## config.mk

```make
export PLATFORM = sky130hd
export DESIGN_NAME = flash_section_guard
export DESIGN_NICKNAME = d
export VERILOG_FILES = /design/src/hw/fsg_pkg.sv /design/src/hw/lock_if.sv /design/src/hw/flash_section_guard.sv /design/src/hw/lock_decode.sv
export VERILOG_INCLUDE_DIRS = /design/src /design/src/hw
export SDC_FILE = /design/constraint.sdc
export NUM_CORES = 1
export LEC_CHECK = 0
export ABC_AREA = 1
export BUFFER_PORTS_ARGS = -buffer_cell sky130_fd_sc_hd__buf_2
export CELL_PAD_IN_SITES_DETAIL_PLACEMENT = 2
export CELL_PAD_IN_SITES_GLOBAL_PLACEMENT = 2
export CORE_MARGIN = 5
export CORE_UTILIZATION = 27
export DETAILED_ROUTE_END_ITERATION = 16
export PLACE_DENSITY = 0.91
export SLEW_MARGIN = 5
export SYNTH_ARGS = -nofsm -noshare
export SYNTH_HDL_FRONTEND = slang
export SYNTH_SLANG_ARGS = --single-unit
```

## constraint.sdc

```tcl
create_clock -name pclk -period 4 [get_ports pclk]
set_clock_uncertainty 0.1 [all_clocks]
set_input_delay 0.8 -clock pclk [delete_from_list [all_inputs] [get_ports pclk]]
set_output_delay 0.8 -clock pclk [all_outputs]
set_load 0.02 [all_outputs]
```

## src/hw/fsg_regs.svh

```systemverilog
`ifndef FSG_REGS_SVH
`define FSG_REGS_SVH

// Word address width of the program flash.
`define FSG_AW 15

// Register byte offsets on the APB slave.
`define FSG_OFS_CTRL 8'h00
`define FSG_OFS_LOCK 8'h04
`define FSG_OFS_STATUS 8'h08

// Control and status register fields.
`define FSG_CTRL_BUSY_BIT 6
`define FSG_CTRL_REEN_BIT 4

// Lock register fields.
`define FSG_LOCK_APP_LSB 0
`define FSG_LOCK_BOOT_LSB 2
`define FSG_LOCK_GEN_LSB 4
`define FSG_LOCK_W 6
`define FSG_LOCK_RESET 6'h3F

// Status register fields.
`define FSG_STAT_UPPER_BIT 0
`define FSG_STAT_HALT_BIT 1
`define FSG_STAT_REJ_BIT 2

`endif

```

## src/hw/fsg_pkg.sv

```systemverilog
package fsg_pkg;

	typedef enum logic [2:0] {
		ST_IDLE = 3'h1,
		ST_PROG_UPPER = 3'h2,
		ST_PROG_HALT = 3'h4
	} prog_state_t;

	typedef enum logic [1:0] {
		OP_BUF_LOAD = 2'h0,
		OP_ERASE = 2'h1,
		OP_WRITE = 2'h2,
		OP_NONE = 2'h3
	} store_kind_t;

endpackage

```

## src/hw/lock_if.sv

```systemverilog
interface lock_if;
	logic store_block;
	logic load_block;
	logic irq_block;

	modport decoder (
		output store_block,
		output load_block,
		output irq_block
	);

	modport user (
		input store_block,
		input load_block,
		input irq_block
	);
endinterface

```

## src/hw/flash_section_guard.sv

```systemverilog
`include "fsg_regs.svh"
module flash_section_guard
	import fsg_pkg::*;
(
	input wire logic pclk,
	input wire logic presetn,
	input wire logic psel,
	input wire logic penable,
	input wire logic pwrite,
	input wire logic [7:0] paddr,
	input wire logic [31:0] pwdata,
	output logic [31:0] prdata,
	output logic pready,
	output logic pslverr,
	input wire logic [`FSG_AW-1:0] boot_start,
	input wire logic [`FSG_AW-1:0] region_limit,
	input wire logic vectors_in_boot,
	input wire logic [`FSG_AW-1:0] exec_addr,
	input wire logic store_valid,
	input wire logic [1:0] store_kind,
	input wire logic [`FSG_AW-1:0] store_addr,
	input wire logic flash_done,
	input wire logic load_valid,
	input wire logic [`FSG_AW-1:0] load_addr,
	input wire logic fetch_valid,
	input wire logic [`FSG_AW-1:0] fetch_addr,
	input wire logic ext_lock_wr,
	input wire logic [`FSG_LOCK_W-1:0] ext_lock_data,
	input wire logic chip_erase,
	output logic store_accept,
	output logic store_reject,
	output logic cpu_halt,
	output logic load_allow,
	output logic fetch_allow,
	output logic irq_disable,
	output logic upper_region_busy
);

	prog_state_t state;
	prog_state_t next_state;
	logic [`FSG_LOCK_W-1:0] lock;
	logic reject_seen;
	logic [`FSG_AW-1:0] boot_eff;
	logic exec_boot;
	logic st_boot;
	logic st_upper;
	logic ld_boot;
	logic ld_upper;
	logic fetch_upper;
	logic prog_kind;
	logic kind_ok;
	logic lock_ok;
	logic store_ok;
	logic busy_set;
	logic busy_clr;
	logic setup_rd;
	logic apb_wr;
	logic reen_wr;
	logic lock_wr;
	logic rej_clr;
	logic mapped;
	logic [31:0] next_prdata;

	lock_if app_if();
	lock_if boot_if();

	lock_decode u_app_lock (
		.field(lock[`FSG_LOCK_APP_LSB +: 2]),
		.perm(app_if)
	);

	lock_decode u_boot_lock (
		.field(lock[`FSG_LOCK_BOOT_LSB +: 2]),
		.perm(boot_if)
	);

	// Section decode.
	// boot clamped high
	// A misconfigured boot start below the boundary is pulled up to it, so
	// the boot loader can never be caught in a busy-tolerant page.
	assign boot_eff = (boot_start < region_limit) ? region_limit : boot_start;

	assign exec_boot = exec_addr >= boot_eff;
	assign st_boot = store_addr >= boot_eff;
	assign st_upper = store_addr < region_limit;
	assign ld_boot = load_addr >= boot_eff;
	assign ld_upper = load_addr < region_limit;
	assign fetch_upper = fetch_addr < region_limit;

	assign prog_kind = (store_kind == OP_ERASE) || (store_kind == OP_WRITE);
	assign kind_ok = prog_kind || (store_kind == OP_BUF_LOAD);

	// The general lock bits are held but never consulted here on purpose.
	// general lock ignored
	always_comb begin
		lock_ok = 1'b1;
		if (prog_kind) begin
			if (st_boot)
				lock_ok = !boot_if.store_block;
			else
				lock_ok = !app_if.store_block;
		end
	end

	// Stores only run from boot code and only when the flash is idle.
	assign store_ok = store_valid && (state == ST_IDLE) && exec_boot &&
		kind_ok && lock_ok;

	// APB decode.
	assign setup_rd = psel && !penable;
	assign apb_wr = psel && penable && pready && pwrite;
	assign mapped = (paddr == `FSG_OFS_CTRL) || (paddr == `FSG_OFS_LOCK) ||
		(paddr == `FSG_OFS_STATUS);
	assign reen_wr = apb_wr && (paddr == `FSG_OFS_CTRL) &&
		pwdata[`FSG_CTRL_REEN_BIT];
	assign lock_wr = apb_wr && (paddr == `FSG_OFS_LOCK);
	assign rej_clr = apb_wr && (paddr == `FSG_OFS_STATUS) &&
		pwdata[`FSG_STAT_REJ_BIT];

	// Busy flag terms.
	// set on start
	assign busy_set = store_ok && prog_kind && st_upper;
	assign busy_clr = (reen_wr && (state == ST_IDLE)) ||
		(store_ok && (store_kind == OP_BUF_LOAD));

	always_comb begin
		next_state = state;
		case (state)
			ST_IDLE: begin
				if (store_ok && prog_kind) begin
					if (st_upper)
						next_state = ST_PROG_UPPER;
					else
						next_state = ST_PROG_HALT;
				end
			end
			ST_PROG_UPPER: begin
				if (flash_done)
					next_state = ST_IDLE;
			end
			ST_PROG_HALT: begin
				if (flash_done)
					next_state = ST_IDLE;
			end
			default: begin
				next_state = ST_IDLE;
			end
		endcase
	end

	always_ff @(posedge pclk or negedge presetn) begin
		if (!presetn)
			state <= ST_IDLE;
		else
			state <= next_state;
	end

	always_ff @(posedge pclk or negedge presetn) begin
		if (!presetn)
			cpu_halt <= 1'b0;
		else
			cpu_halt <= (next_state == ST_PROG_HALT);
	end

	// Set wins over clear so a start in the clearing cycle is not lost.
	// set wins
	always_ff @(posedge pclk or negedge presetn) begin
		if (!presetn)
			upper_region_busy <= 1'b0;
		else if (busy_set)
			upper_region_busy <= 1'b1;
		else if (busy_clr)
			upper_region_busy <= 1'b0;
	end

	always_ff @(posedge pclk or negedge presetn) begin
		if (!presetn) begin
			store_accept <= 1'b0;
			store_reject <= 1'b0;
		end else begin
			store_accept <= store_ok;
			store_reject <= store_valid && !store_ok;
		end
	end

	always_ff @(posedge pclk or negedge presetn) begin
		if (!presetn)
			reject_seen <= 1'b0;
		else if (store_valid && !store_ok)
			reject_seen <= 1'b1;
		else if (rej_clr)
			reject_seen <= 1'b0;
	end

	// Lock bits can only go from one to zero; only chip erase restores
	// them. A reset also restores them since no non-volatile cell is
	// modelled here.
	// program only erase clears
	always_ff @(posedge pclk or negedge presetn) begin
		if (!presetn)
			lock <= `FSG_LOCK_RESET;
		else if (chip_erase)
			lock <= `FSG_LOCK_RESET;
		else if (lock_wr && ext_lock_wr)
			lock <= lock & pwdata[`FSG_LOCK_W-1:0] & ext_lock_data;
		else if (lock_wr)
			lock <= lock & pwdata[`FSG_LOCK_W-1:0];
		else if (ext_lock_wr)
			lock <= lock & ext_lock_data;
	end

	// Loads are granted a cycle after the request.
	// busy region unreadable
	always_ff @(posedge pclk or negedge presetn) begin
		if (!presetn)
			load_allow <= 1'b0;
		else
			load_allow <= load_valid && (state != ST_PROG_HALT) &&
				!(ld_upper && upper_region_busy) &&
				!(exec_boot && !ld_boot && app_if.load_block) &&
				!(!exec_boot && ld_boot && boot_if.load_block);
	end

	// Fetches from busy-tolerant code are refused until software clears
	// the flag, which covers stray interrupts the software failed to mask.
	// fetch blocked
	always_ff @(posedge pclk or negedge presetn) begin
		if (!presetn)
			fetch_allow <= 1'b0;
		else
			fetch_allow <= fetch_valid && (state != ST_PROG_HALT) &&
				!(fetch_upper && upper_region_busy);
	end

	always_ff @(posedge pclk or negedge presetn) begin
		if (!presetn)
			irq_disable <= 1'b0;
		else
			irq_disable <= (!exec_boot && app_if.irq_block &&
				vectors_in_boot) || (exec_boot && boot_if.irq_block &&
				!vectors_in_boot);
	end

	// Read data is captured in the setup cycle so it is stable in access.
	// busy flag readable
	always_comb begin
		next_prdata = 32'h0000_0000;
		case (paddr)
			`FSG_OFS_CTRL: begin
				next_prdata[`FSG_CTRL_BUSY_BIT] = upper_region_busy;
			end
			`FSG_OFS_LOCK: begin
				next_prdata[`FSG_LOCK_W-1:0] = lock;
			end
			`FSG_OFS_STATUS: begin
				next_prdata[`FSG_STAT_UPPER_BIT] = state == ST_PROG_UPPER;
				next_prdata[`FSG_STAT_HALT_BIT] = state == ST_PROG_HALT;
				next_prdata[`FSG_STAT_REJ_BIT] = reject_seen;
			end
			default: begin
				next_prdata = 32'h0000_0000;
			end
		endcase
	end

	always_ff @(posedge pclk or negedge presetn) begin
		if (!presetn) begin
			prdata <= 32'h0000_0000;
			pready <= 1'b0;
			pslverr <= 1'b0;
		end else begin
			pready <= setup_rd;
			pslverr <= setup_rd && !mapped;
			if (setup_rd)
				prdata <= next_prdata;
		end
	end

	property p_halt_start;
		@(posedge pclk) disable iff (!presetn)
		(store_ok && prog_kind && !st_upper) |=> cpu_halt;
	endproperty
	a_halt_start: assert property (p_halt_start)
		else $error("halting store did not halt the cpu");

	property p_halt_hold;
		@(posedge pclk) disable iff (!presetn)
		(cpu_halt && !flash_done) |=> cpu_halt && !fetch_allow;
	endproperty
	a_halt_hold: assert property (p_halt_hold)
		else $error("cpu released before flash done");

	property p_upper_runs;
		@(posedge pclk) disable iff (!presetn)
		(store_ok && prog_kind && st_upper) |=> !cpu_halt [*2];
	endproperty
	a_upper_runs: assert property (p_upper_runs)
		else $error("cpu halted for busy-tolerant programming");

	property p_busy_set;
		@(posedge pclk) disable iff (!presetn)
		busy_set |=> upper_region_busy;
	endproperty
	a_busy_set: assert property (p_busy_set)
		else $error("busy flag not set at program start");

	property p_busy_fetch;
		@(posedge pclk) disable iff (!presetn)
		(upper_region_busy && fetch_valid && fetch_upper) |=> !fetch_allow;
	endproperty
	a_busy_fetch: assert property (p_busy_fetch)
		else $error("busy-tolerant fetch granted while busy");

	property p_busy_read;
		@(posedge pclk) disable iff (!presetn)
		(setup_rd && !pwrite && paddr == `FSG_OFS_CTRL && upper_region_busy)
		##1 pready |-> prdata[`FSG_CTRL_BUSY_BIT];
	endproperty
	a_busy_read: assert property (p_busy_read)
		else $error("busy flag read as zero while busy");

	property p_reen_early;
		@(posedge pclk) disable iff (!presetn)
		(reen_wr && state != ST_IDLE && upper_region_busy) |=>
			upper_region_busy;
	endproperty
	a_reen_early: assert property (p_reen_early)
		else $error("busy cleared before programming done");

	property p_bufload_clr;
		@(posedge pclk) disable iff (!presetn)
		(store_ok && store_kind == OP_BUF_LOAD) |=> !upper_region_busy;
	endproperty
	a_bufload_clr: assert property (p_bufload_clr)
		else $error("buffer load left busy flag set");

	property p_app_store;
		@(posedge pclk) disable iff (!presetn)
		(store_valid && prog_kind && !st_boot && !lock[0]) |=>
			store_reject && !store_accept;
	endproperty
	a_app_store: assert property (p_app_store)
		else $error("store into locked application section accepted");

	property p_boot_store;
		@(posedge pclk) disable iff (!presetn)
		(store_valid && prog_kind && st_boot && !lock[2]) |=>
			store_reject && !store_accept;
	endproperty
	a_boot_store: assert property (p_boot_store)
		else $error("store into locked boot section accepted");

	property p_lock_sticky;
		@(posedge pclk) disable iff (!presetn)
		!chip_erase |=> (lock & ~$past(lock)) == 6'h00;
	endproperty
	a_lock_sticky: assert property (p_lock_sticky)
		else $error("lock bit cleared without chip erase");

	property p_app_irq;
		@(posedge pclk) disable iff (!presetn)
		(!exec_boot && !lock[1] && vectors_in_boot) |=> irq_disable;
	endproperty
	a_app_irq: assert property (p_app_irq)
		else $error("interrupts not masked in application code");

endmodule // flash_section_guard

```

## src/hw/lock_decode.sv

```systemverilog
module lock_decode (
	input wire logic [1:0] field,
	lock_if.decoder perm
);
	// Bit 0 programmed (0) forbids erase and write stores; bit 1 programmed forbids loads
	// from the other section and masks interrupts in its own while the vectors sit in the other.
	// none when 11
	assign perm.store_block = ~field[0];
	assign perm.load_block = ~field[1];
	assign perm.irq_block = ~field[1];
endmodule // lock_decode

```

=== After elaboration in Yosys (flattened, before gate mapping) ===
Index checks and enable logic that the tools add are counted.

* Register bits after elaboration: 26
* Input port bits: 150

* Order comparisons: 7
* Eq/ne operators: 9
* Muxes and demuxes: 18
* Bitwise operators: 5
* Reduce and logical (&&, ||, !) cells: 58

{| class="wikitable"
|+ Operators by type and width
! operator !! number
|-
| < comparator 15 bit || 4
|-
| >= comparator 15 bit || 3
|-
| logical AND 1 bit || 36
|-
| 2-to-1 mux 6 bit || 4
|-
| AND 6 bit || 3
|-
| 2-to-1 mux 15 bit || 1
|-
| 2-to-1 mux 3 bit || 4
|-
| one-hot mux 3 bit (2 select lines) || 2
|-
| logical NOT 1 bit || 10
|-
| equality test 8 x 3 -> 1 bit, second input constant || 1
|-
| equality test 8 x 4 -> 1 bit, second input constant || 1
|-
| logical NOT 8 bit || 1
|-
| 2-to-1 mux 1 bit || 7
|-
| equality test 3 bit, second input constant || 2
|-
| logical OR 1 bit || 6
|-
| nonzero test 2 bit || 2
|-
| nonzero test 4 bit || 1
|-
| equality test 3 x 1 -> 1 bit, second input constant || 1
|-
| equality test 3 x 2 -> 1 bit, second input constant || 1
|-
| != test 3 bit, second input constant || 1
|-
| equality test 2 x 1 -> 1 bit, second input constant || 1
|-
| equality test 2 bit, second input constant || 1
|-
| logical NOT 2 bit || 1
|-
| inverter 1 bit || 2
|-
| OR reduction 2 bit || 1
|}

=== Logic depth before layout (Yosys ltp) ===
Gate-level depths: netlist of run 1.

* Depth after elaboration: 10
* Depth in mapped cells: 30

=== Modules after synthesis ===
A second synthesis of run 1 with hierarchy kept.

* Cells, all modules: 572
* Area, all modules: 4095.2 µm²

{| class="wikitable"
|+ Modules (own cells, without submodules)
! module !! times used !! cells each !! area each (µm²) !! sequential area each (µm²)
|-
| flash_section_guard || 1 || 566 || 4065.1 || 659.4
|-
| lock_decode || 2 || 3 || 15.0 || 0.0
|}

=== Least setup slack after synthesis of run 1 ===
Ideal clock, no wire load.

* Path type: input to register
* Start point: in region_limit[14]
* End point: reg upper_region_busy
* Setup time: 118 ps
* Arrival time: 3694 ps
* Setup slack: 87 ps
* Cell stages on the path: 27
* Path buffers: 2
* Cells stage by stage: inv_1 > ha_1 > nand2_1 > nor2_2 > nand2_2 > nor2_2 > nor2_4 > nand2_4 > buf_6 > clkbuf_1 > nor2_1 > a21oi_1 > ha_1 > a21oi_1 > o21ai_0 > nand2_1 > nand3_1 > nand2_1 > nand2_2 > o211ai_2 > nand2_1 > nand3_2 > nand2_2 > nor2_4 > nor2_4 > nand4_1 > nand2_1

* Word-level cells in the longest chain between the ends: 9
* Elaborated cells between the ends (all ways): 16

{| class="wikitable"
|+ Ends and longest elaborated chain
! item !! RTL line !! RTL
|-
| start: declaration || flash_section_guard.sv:16 || <nowiki>input wire logic [`FSG_AW-1:0] region_limit,</nowiki>
|-
| < comparator 15 bit || flash_section_guard.sv:81 || <nowiki>assign boot_eff = (boot_start < region_limit) ? region_limit : boot_start;</nowiki>
|-
| 2-to-1 mux 15 bit || flash_section_guard.sv:81 ||
|-
| >= comparator 15 bit, on equally long branches || flash_section_guard.sv:84, flash_section_guard.sv:83 ||
|-
| 2-to-1 mux 1 bit or logical AND 1 bit (tied branches) || flash_section_guard.sv:98, flash_section_guard.sv:106 ||
|-
| 2-to-1 mux 1 bit or logical AND 1 bit (tied branches) || flash_section_guard.sv:97, flash_section_guard.sv:106 ||
|-
| logical AND 1 bit || flash_section_guard.sv:107 || <nowiki>kind_ok && lock_ok;</nowiki>
|-
| logical AND 1 bit, on equally long branches || flash_section_guard.sv:122, flash_section_guard.sv:124 ||
|-
| logical AND 1 bit or logical OR 1 bit (tied branches) || flash_section_guard.sv:122, flash_section_guard.sv:123 ||
|-
| 2-to-1 mux 1 bit or nonzero test 2 bit (tied branches) || - ||
|-
| end signal: assignment || flash_section_guard.sv:169 || <nowiki>upper_region_busy <= 1'b0;</nowiki>
|-
| end signal: assignment || flash_section_guard.sv:171 || <nowiki>upper_region_busy <= 1'b1;</nowiki>
|-
| end signal: assignment || flash_section_guard.sv:173 || <nowiki>upper_region_busy <= 1'b0;</nowiki>
|-
| end: declaration || flash_section_guard.sv:36 || <nowiki>output logic upper_region_busy</nowiki>
|}

Parallel ways exist; a longest one is shown, timed or not.
A chain may end at the register's enable or synchronous reset.

=== Final worst setup path of run 1 ===
Same ends and word-level chain as after synthesis.

==> summary.txt, run 1 <==
routed length on met1 -> 6080 um
setup repair after global routing missed its margin -> yes
clock-pin slew on the worst setup and hold paths -> 70 ps
post-detailed-routing wire length -> 16600 um
initial detailed-routing violation count -> 108
GRT Util Overall -> 0.185
maximum clock path buffer count -> 2
Crit Path Category -> in -> reg
DRT Pass-1 Iters -> 4
synthesized instance count -> 533
setup repair bufs after CTS -> 0
Max transition margin -> 0.606
Post-Place Setup Slack -> -219 ps
# fillers -> 1706
Placement Rows -> 44
wire length of the first global-routing pass -> 26600 um
Tcrit/Tclk final -> 0.945
summed area of non-filler cells in the final layout -> 0.00519 mm2
arrival time at the worst endpoint -> 3830 ps
max-slew violation count -> 0
residual antenna-violating net count after detailed routing -> 0
mux cell area share after synthesis -> 0
synth warn -> 0
area taken by multi-input logic gates -> 0.00297 mm2
pwr/cell area -> 261 mW/mm2
flip-flop and latch area -> 659 um2
number of antenna violations at the first check in global routing -> 4
via count of the first global-routing pass -> 5380
proportion of layout cells with a drive suffix above 1 -> 0.315
Compound-Gate Fraction of Synth Area -> 0.143
worst hold path cell count -> 2
Hold Buf Count CTS -> 0
detailed route wirelength on metal2 -> 9190 um
pin count of the biggest net entering global routing -> 27
standby leakage power -> 2.96 nW
Die Wd -> 131 um
final standard cell utilization of the core -> 0.358
uppermost routed layer -> met5
number of hold-slack violations in the final timing report -> 0
area share of and/or/nand/nor cells after synthesis -> 0.253
type of origin of the critical path -> input port
maximum resistive drop on vdd -> 0.000149 V
antenna diode count -> 0
sum of net half-perimeters after detailed placement -> 14700 um
count of state elements after synthesis -> 26
mean routed wirelength per cell -> 18.8 um
Crit path required time -> 4050 ps
vertical die dimension -> 131 um
total gr overflow -> 0
worst hold path class -> reg -> reg
XOR/XNOR share of the synthesized area -> 0
worst setup slack after layout -> 220 ps
effective utilization at floorplan -> 0.275
Synth Flop Type -> sky130_fd_sc_hd__dfrtp_1
total setup violations reported at the end of the flow -> 0
portion of the post-synthesis area used by sequential elements -> 0.166
vias per inst -> 5.06
Inserted Clock Buffers -> 3
placeable core region -> 0.0145 mm2
count of pins on the block boundary -> 191
largest family of logic cells by synthesized area -> adder cells
Mean Syn Cell Area -> 7.46 um2
max-capacitance violation count -> 0
proportion of register bits with asynchronous set or reset after synthesis -> 1.00
placed cell areas -> 0.00502 mm2
type of element capturing the critical path -> register
area share of fa/ha/maj cells after synthesis -> 0.312
library cells used by synthesis -> 39
RD Place Congestion -> 0.910
drc violations -> 0
Port Buf Inserts -> 139
CTS tree -> yes
Final Critical Period -> 3780 ps
maximum fanout encountered on the critical timing path -> 19
count of H-tree levels built during CTS -> 1
fmax -> 0.265 GHz
synthesized cell area -> 0.00398 mm2
number of cells on the worst reg-to-reg path -> 7
most common cell after layout, fill and taps aside -> sky130_fd_sc_hd__buf_2
Final #Nets -> 951
routed length on met3 -> 925 um
run status -> completed
commonest cells after routing, fill and taps aside -> 139 x sky130_fd_sc_hd__buf_2, 98 x sky130_fd_sc_hd__ha_1, 93 x sky130_fd_sc_hd__nand2_1, 77 x sky130_fd_sc_hd__inv_1, 43 x sky130_fd_sc_hd__a21oi_1
worst hold-check slack -> 386 ps
slew at the pin closest to its max-slew limit -> 591 ps
CTS Root Cell -> sky130_fd_sc_hd__clkbuf_16
total die area -> 0.0172 mm2
sink count of the clock tree -> 26
layout overhead on the synthesized area -> 30.5%
Vias -> 4476
EDFF count, synth -> 0
total design power -> 1.35 mW
insertion delay to the later sink of the worst-skew pair -> 260 ps
[per-stage QoR]
stage	std cells	setup TNS, ps
global route	885	-202
finish	885	0
detailed placement	881	-1590
CTS	885	0
floorplan	557	0
global placement	881	-47.2
[Yosys cell counts (all sizes together) (4+ instances only)]
master | count | share of area
a211oi | 4 | 0.0076
o221ai | 5 | 0.011
nor3 | 4 | 0.0050
dfrtp | 19 | 0.12
o21ai | 14 | 0.019
dfstp | 7 | 0.046
inv | 77 | 0.073
a31oi | 4 | 0.0063
nand3 | 33 | 0.045
ha | 99 | 0.31
nor2 | 39 | 0.047
buf | 26 | 0.050
nand4 | 19 | 0.030
nor4 | 5 | 0.0094
a21oi | 49 | 0.063
nand2 | 105 | 0.11
[layout make-up]
class                   instances  area share
flip-flops and latches         26       0.127
inverters                      77      0.0557
multi-input cells             425       0.573
well taps                     184      0.0444
clock buffers                   3      0.0145
clock inverters                 1     0.00579
repair buffers                169       0.180
[what timing repair did]
| action | 4_1_cts | 5_1_grt |
|---|---|---|
| endpoints found under the hold margin | 0 | 0 |
| gates resized for setup | 0 | 14 |
| setup endpoints to repair | 0 | 10 |
[state kept, by name (all words and copies together), names as in the netlist]
register           count
irq_disable            1
pslverr                1
cpu_halt               1
prdata                 7
load_allow             1
lock                   6
store_reject           1
fetch_allow            1
reject_seen            1
upper_region_busy      1
state                  3
pready                 1
store_accept           1
[critical path, cell delays in order]
cell                      delay, ps
sky130_fd_sc_hd__buf_2          100
sky130_fd_sc_hd__inv_1          110
sky130_fd_sc_hd__ha_4           220
sky130_fd_sc_hd__nand2_2         80
sky130_fd_sc_hd__inv_1           40
sky130_fd_sc_hd__nand2_1         60
sky130_fd_sc_hd__nand3_1        120
sky130_fd_sc_hd__nor2_4         220
sky130_fd_sc_hd__nand2_8        110
sky130_fd_sc_hd__buf_12         170
sky130_fd_sc_hd__nor2_1         120
sky130_fd_sc_hd__a21oi_2         70
sky130_fd_sc_hd__ha_1           370
sky130_fd_sc_hd__nand3_2        120
sky130_fd_sc_hd__nor4_2         240
sky130_fd_sc_hd__nand4_1        150
sky130_fd_sc_hd__nor2_2         140
sky130_fd_sc_hd__nor2_2          50
sky130_fd_sc_hd__nand3_1         70
sky130_fd_sc_hd__nand2_1         70
sky130_fd_sc_hd__nand3_2        120
sky130_fd_sc_hd__nand3_1        100
sky130_fd_sc_hd__nand2_1         80
sky130_fd_sc_hd__nand2_1         60
[kinds of logic (layout without fill, tap and decap cells)]
family | count (synthesis) | in the layout
DFF | 26 | 26
adders and majority gates | 99 | 99
and+or+nand+nor | 207 | 207
other | 1 | 25
buffers and inverters | 106 | 250
AOI/OAI and AO/OA | 94 | 94
[layer usage]
layer  GRT usage  up-vias
li1            -     2136
met1       0.189     2157
met2       0.375      134
met3      0.0394       41
met4      0.0469        8
met5           0        -
[path summary, 6_finish.rpt]
kind,startpoint,end,slack [ps]
worst max-delay path,region_limit[14],upper_region_busy,220
worst min-delay path,lock[5],lock[5],390
worst max register to register,state[0],upper_region_busy,2160
worst min register to register,lock[5],lock[5],390
max in group asynchronous,presetn,irq_disable,2980
min in group asynchronous,presetn,state[2],430
[power by group]
part	total (mW)	leakage (nW)	switching [mW]	internal (mW)
logic	0.741	2.59	0.451	0.289
clock network	0.295	0.0511	0.0954	0.199
registers	0.317	0.317	0.0206	0.297
Power figures use the tool's default switching activity.
==> run 2, diff against run 1 <==
- CELL_PAD_IN_SITES_DETAIL_PLACEMENT: 2 -> unset
- CELL_PAD_IN_SITES_GLOBAL_PLACEMENT: 2 -> unset
- CORE_UTILIZATION: 27 -> 50
- GPL_ROUTABILITY_DRIVEN: unset -> 0
- PLACE_DENSITY: 0.91 -> 0.89
- RECOVER_POWER: unset -> 100
==> run 2 against run 1 <==
Via count decreased by 5.5%. Global-route usage grew 3.3 points. Final area decreased by 5.0%. Highest routed layer unchanged. Largest cell class unchanged. Critical endpoint is now reject_seen. Largest power group unchanged.
==> summary.txt, run 2 (synthesis gave the netlist of run 1 again) <==
fmax -> 0.271 GHz
post-detailed-routing wire length -> 11300 um
total gr overflow -> 0
via count of the first global-routing pass -> 4238
antenna diode count -> 0
pwr/cell area -> 243 mW/mm2
maximum resistive drop on vdd -> 0.000215 V
worst hold path cell count -> 2
sink count of the clock tree -> 26
most common cell after layout, fill and taps aside -> sky130_fd_sc_hd__buf_2
Port Buf Inserts -> 139
GRT Util Overall -> 0.218
max-capacitance violation count -> 0
standby leakage power -> 2.84 nW
Hold Buf Count CTS -> 0
Final #Nets -> 944
type of element capturing the critical path -> register
largest registers -> prdata (7), lock (6), state (3)
pin count of the biggest net entering global routing -> 27
commonest cells after routing, fill and taps aside -> 121 x sky130_fd_sc_hd__buf_2, 99 x sky130_fd_sc_hd__ha_1, 94 x sky130_fd_sc_hd__nand2_1, 77 x sky130_fd_sc_hd__inv_1, 45 x sky130_fd_sc_hd__a21oi_1
Crit Path Category -> in -> reg
setup repair after global routing missed its margin -> no
arrival time at the worst endpoint -> 3760 ps
residual antenna-violating net count after detailed routing -> 0
# fillers -> 657
total die area -> 0.00983 mm2
Die Wd -> 99.2 um
worst hold path class -> reg -> reg
mean routed wirelength per cell -> 14.2 um
clock-pin slew on the worst setup and hold paths -> 90 ps
sum of net half-perimeters after detailed placement -> 9940 um
vertical die dimension -> 99.2 um
slew at the pin closest to its max-slew limit -> 1340 ps
CTS Root Cell -> sky130_fd_sc_hd__clkbuf_8
vias per inst -> 5.31
Placement Rows -> 32
run status -> completed
placed cell areas -> 0.00484 mm2
insertion delay to the later sink of the worst-skew pair -> 270 ps
part of the total power dissipated in combinational logic -> 0.557
maximum fanout encountered on the critical timing path -> 14
maximum clock path buffer count -> 2
Int Pwr -> 0.698 mW
count of H-tree levels built during CTS -> 1
Max transition margin -> 0.106
CTS tree -> yes
type of origin of the critical path -> input port
sequential cell fraction of total power -> 0.260
Final Critical Period -> 3690 ps
Clock power frac -> 0.182
setup slack of the most critical reg-to-reg path -> 2230 ps
placeable core region -> 0.00773 mm2
Vias -> 4228
summed area of non-filler cells in the final layout -> 0.00493 mm2
total design power -> 1.20 mW
count of pins on the block boundary -> 191
layout overhead on the synthesized area -> 24.0%
DRT Pass-1 Iters -> 4
drc violations -> 0
switching component of the power -> 0.500 mW
effective utilization at floorplan -> 0.514
number of cells on the worst reg-to-reg path -> 7
number of antenna violations at the first check in global routing -> 1
Inserted Clock Buffers -> 3
Sw Share -> 0.418
number of hold-slack violations in the final timing report -> 0
most flop-heavy register -> prdata
proportion of layout cells with a drive suffix above 1 -> 0.269
wire length of the first global-routing pass -> 18000 um
total setup violations reported at the end of the flow -> 0
Tcrit/Tclk final -> 0.922
Crit path required time -> 4070 ps
initial detailed-routing violation count -> 194
number of flip-flops under the largest register name -> 7
max-slew violation count -> 0
-- run 2: cell count changes in the layout (fill, tap and decap cells not counted), moves of 2 or more --
cell / change
sky130_fd_sc_hd__a21oi_2: -2
sky130_fd_sc_hd__nand3_2: -2
sky130_fd_sc_hd__clkbuf_8: +3
sky130_fd_sc_hd__buf_4: -8
sky130_fd_sc_hd__clkbuf_1: +19
sky130_fd_sc_hd__buf_2: -18
sky130_fd_sc_hd__a21oi_1: +2
sky130_fd_sc_hd__nand3_1: +2
sky130_fd_sc_hd__clkbuf_16: -3
sky130_fd_sc_hd__nand2_2: -2
-- run 2: routing by layer --
layer | vias to the layer above | GRT usage | part of all wire
met5 | - | 0 | 0.00062
met4 | 2 | 0.0798 | 0.034
met3 | 40 | 0.0393 | 0.064
met2 | 162 | 0.406 | 0.50
met1 | 1909 | 0.246 | 0.40
li1 | 2115 | - | -
-- run 2: path summary, 6_finish.rpt --
check / endpoint / from
setup / recovery: reject_seen / region_limit[14]
min in group asynchronous: upper_region_busy / presetn
hold reg to reg: lock[4] / lock[4]
max in group asynchronous: prdata[2] / presetn
setup reg to reg: reject_seen / state[0]
hold / removal: lock[4] / lock[4]
-- run 2: critical path: stages --
cell,delay (ps)
sky130_fd_sc_hd__buf_2,90
sky130_fd_sc_hd__inv_1,90
sky130_fd_sc_hd__ha_1,250
sky130_fd_sc_hd__nand2_1,100
sky130_fd_sc_hd__inv_1,40
sky130_fd_sc_hd__nand2_1,50
sky130_fd_sc_hd__nand3_1,140
sky130_fd_sc_hd__nor2_4,220
sky130_fd_sc_hd__nand2_8,120
sky130_fd_sc_hd__nor2_2,110
sky130_fd_sc_hd__a21oi_2,50
sky130_fd_sc_hd__buf_4,140
sky130_fd_sc_hd__ha_1,310
sky130_fd_sc_hd__nand2_1,60
sky130_fd_sc_hd__o21ai_0,150
sky130_fd_sc_hd__nand2_1,70
sky130_fd_sc_hd__nand3_1,110
sky130_fd_sc_hd__nand2_1,80
sky130_fd_sc_hd__nand2_2,70
sky130_fd_sc_hd__o211ai_2,70
sky130_fd_sc_hd__nand2_1,90
sky130_fd_sc_hd__nand3_2,70
sky130_fd_sc_hd__nand2_2,80
sky130_fd_sc_hd__nor2_4,50
sky130_fd_sc_hd__nor2_4,130
sky130_fd_sc_hd__nand2_2,80
sky130_fd_sc_hd__nand2_1,100
sky130_fd_sc_hd__nand2_1,50
-- run 2: layout make-up --
cell class / instances / area [um2] / area share
multi-input cells: 425 / 2930 / 0.595
repair buffers: 162 / 846 / 0.172
flip-flops and latches: 26 / 659 / 0.134
inverters: 77 / 289 / 0.0587
well taps: 102 / 128 / 0.0259
clock buffers: 3 / 41.3 / 0.00838
clock inverters: 1 / 30.0 / 0.00609
-- run 2: power by group through the flow --
stage,clock (mW),combinational [mW],sequential [mW]
floorplan,0,0.420,0.338
global placement,0,0.620,0.315
detailed placement,0,0.657,0.316
CTS,0.217,0.661,0.311
global route,0.225,0.755,0.315
finish,0.218,0.668,0.312
-- run 2: repair_timing --
item / in CTS / in global routing
endpoints found under the setup margin: 0 / 10
hold endpoints to repair: 0 / 0
resized for setup: 0 / 8
buffers inserted: 0 / 1
-- run 2: per-stage QoR --
step	setup TNS (ps)	instances	hold WS (ps)	worst slack (ps)	utilization
after floorplan	0	557	357	87.5	-
after global placement	0	791	368	75.0	0.627
after detailed placement	-165	791	374	-44.9	0.627
after CTS	0	795	394	235	0.636
after global routing	0	796	422	3.54	0.638
final	0	796	393	314	0.638
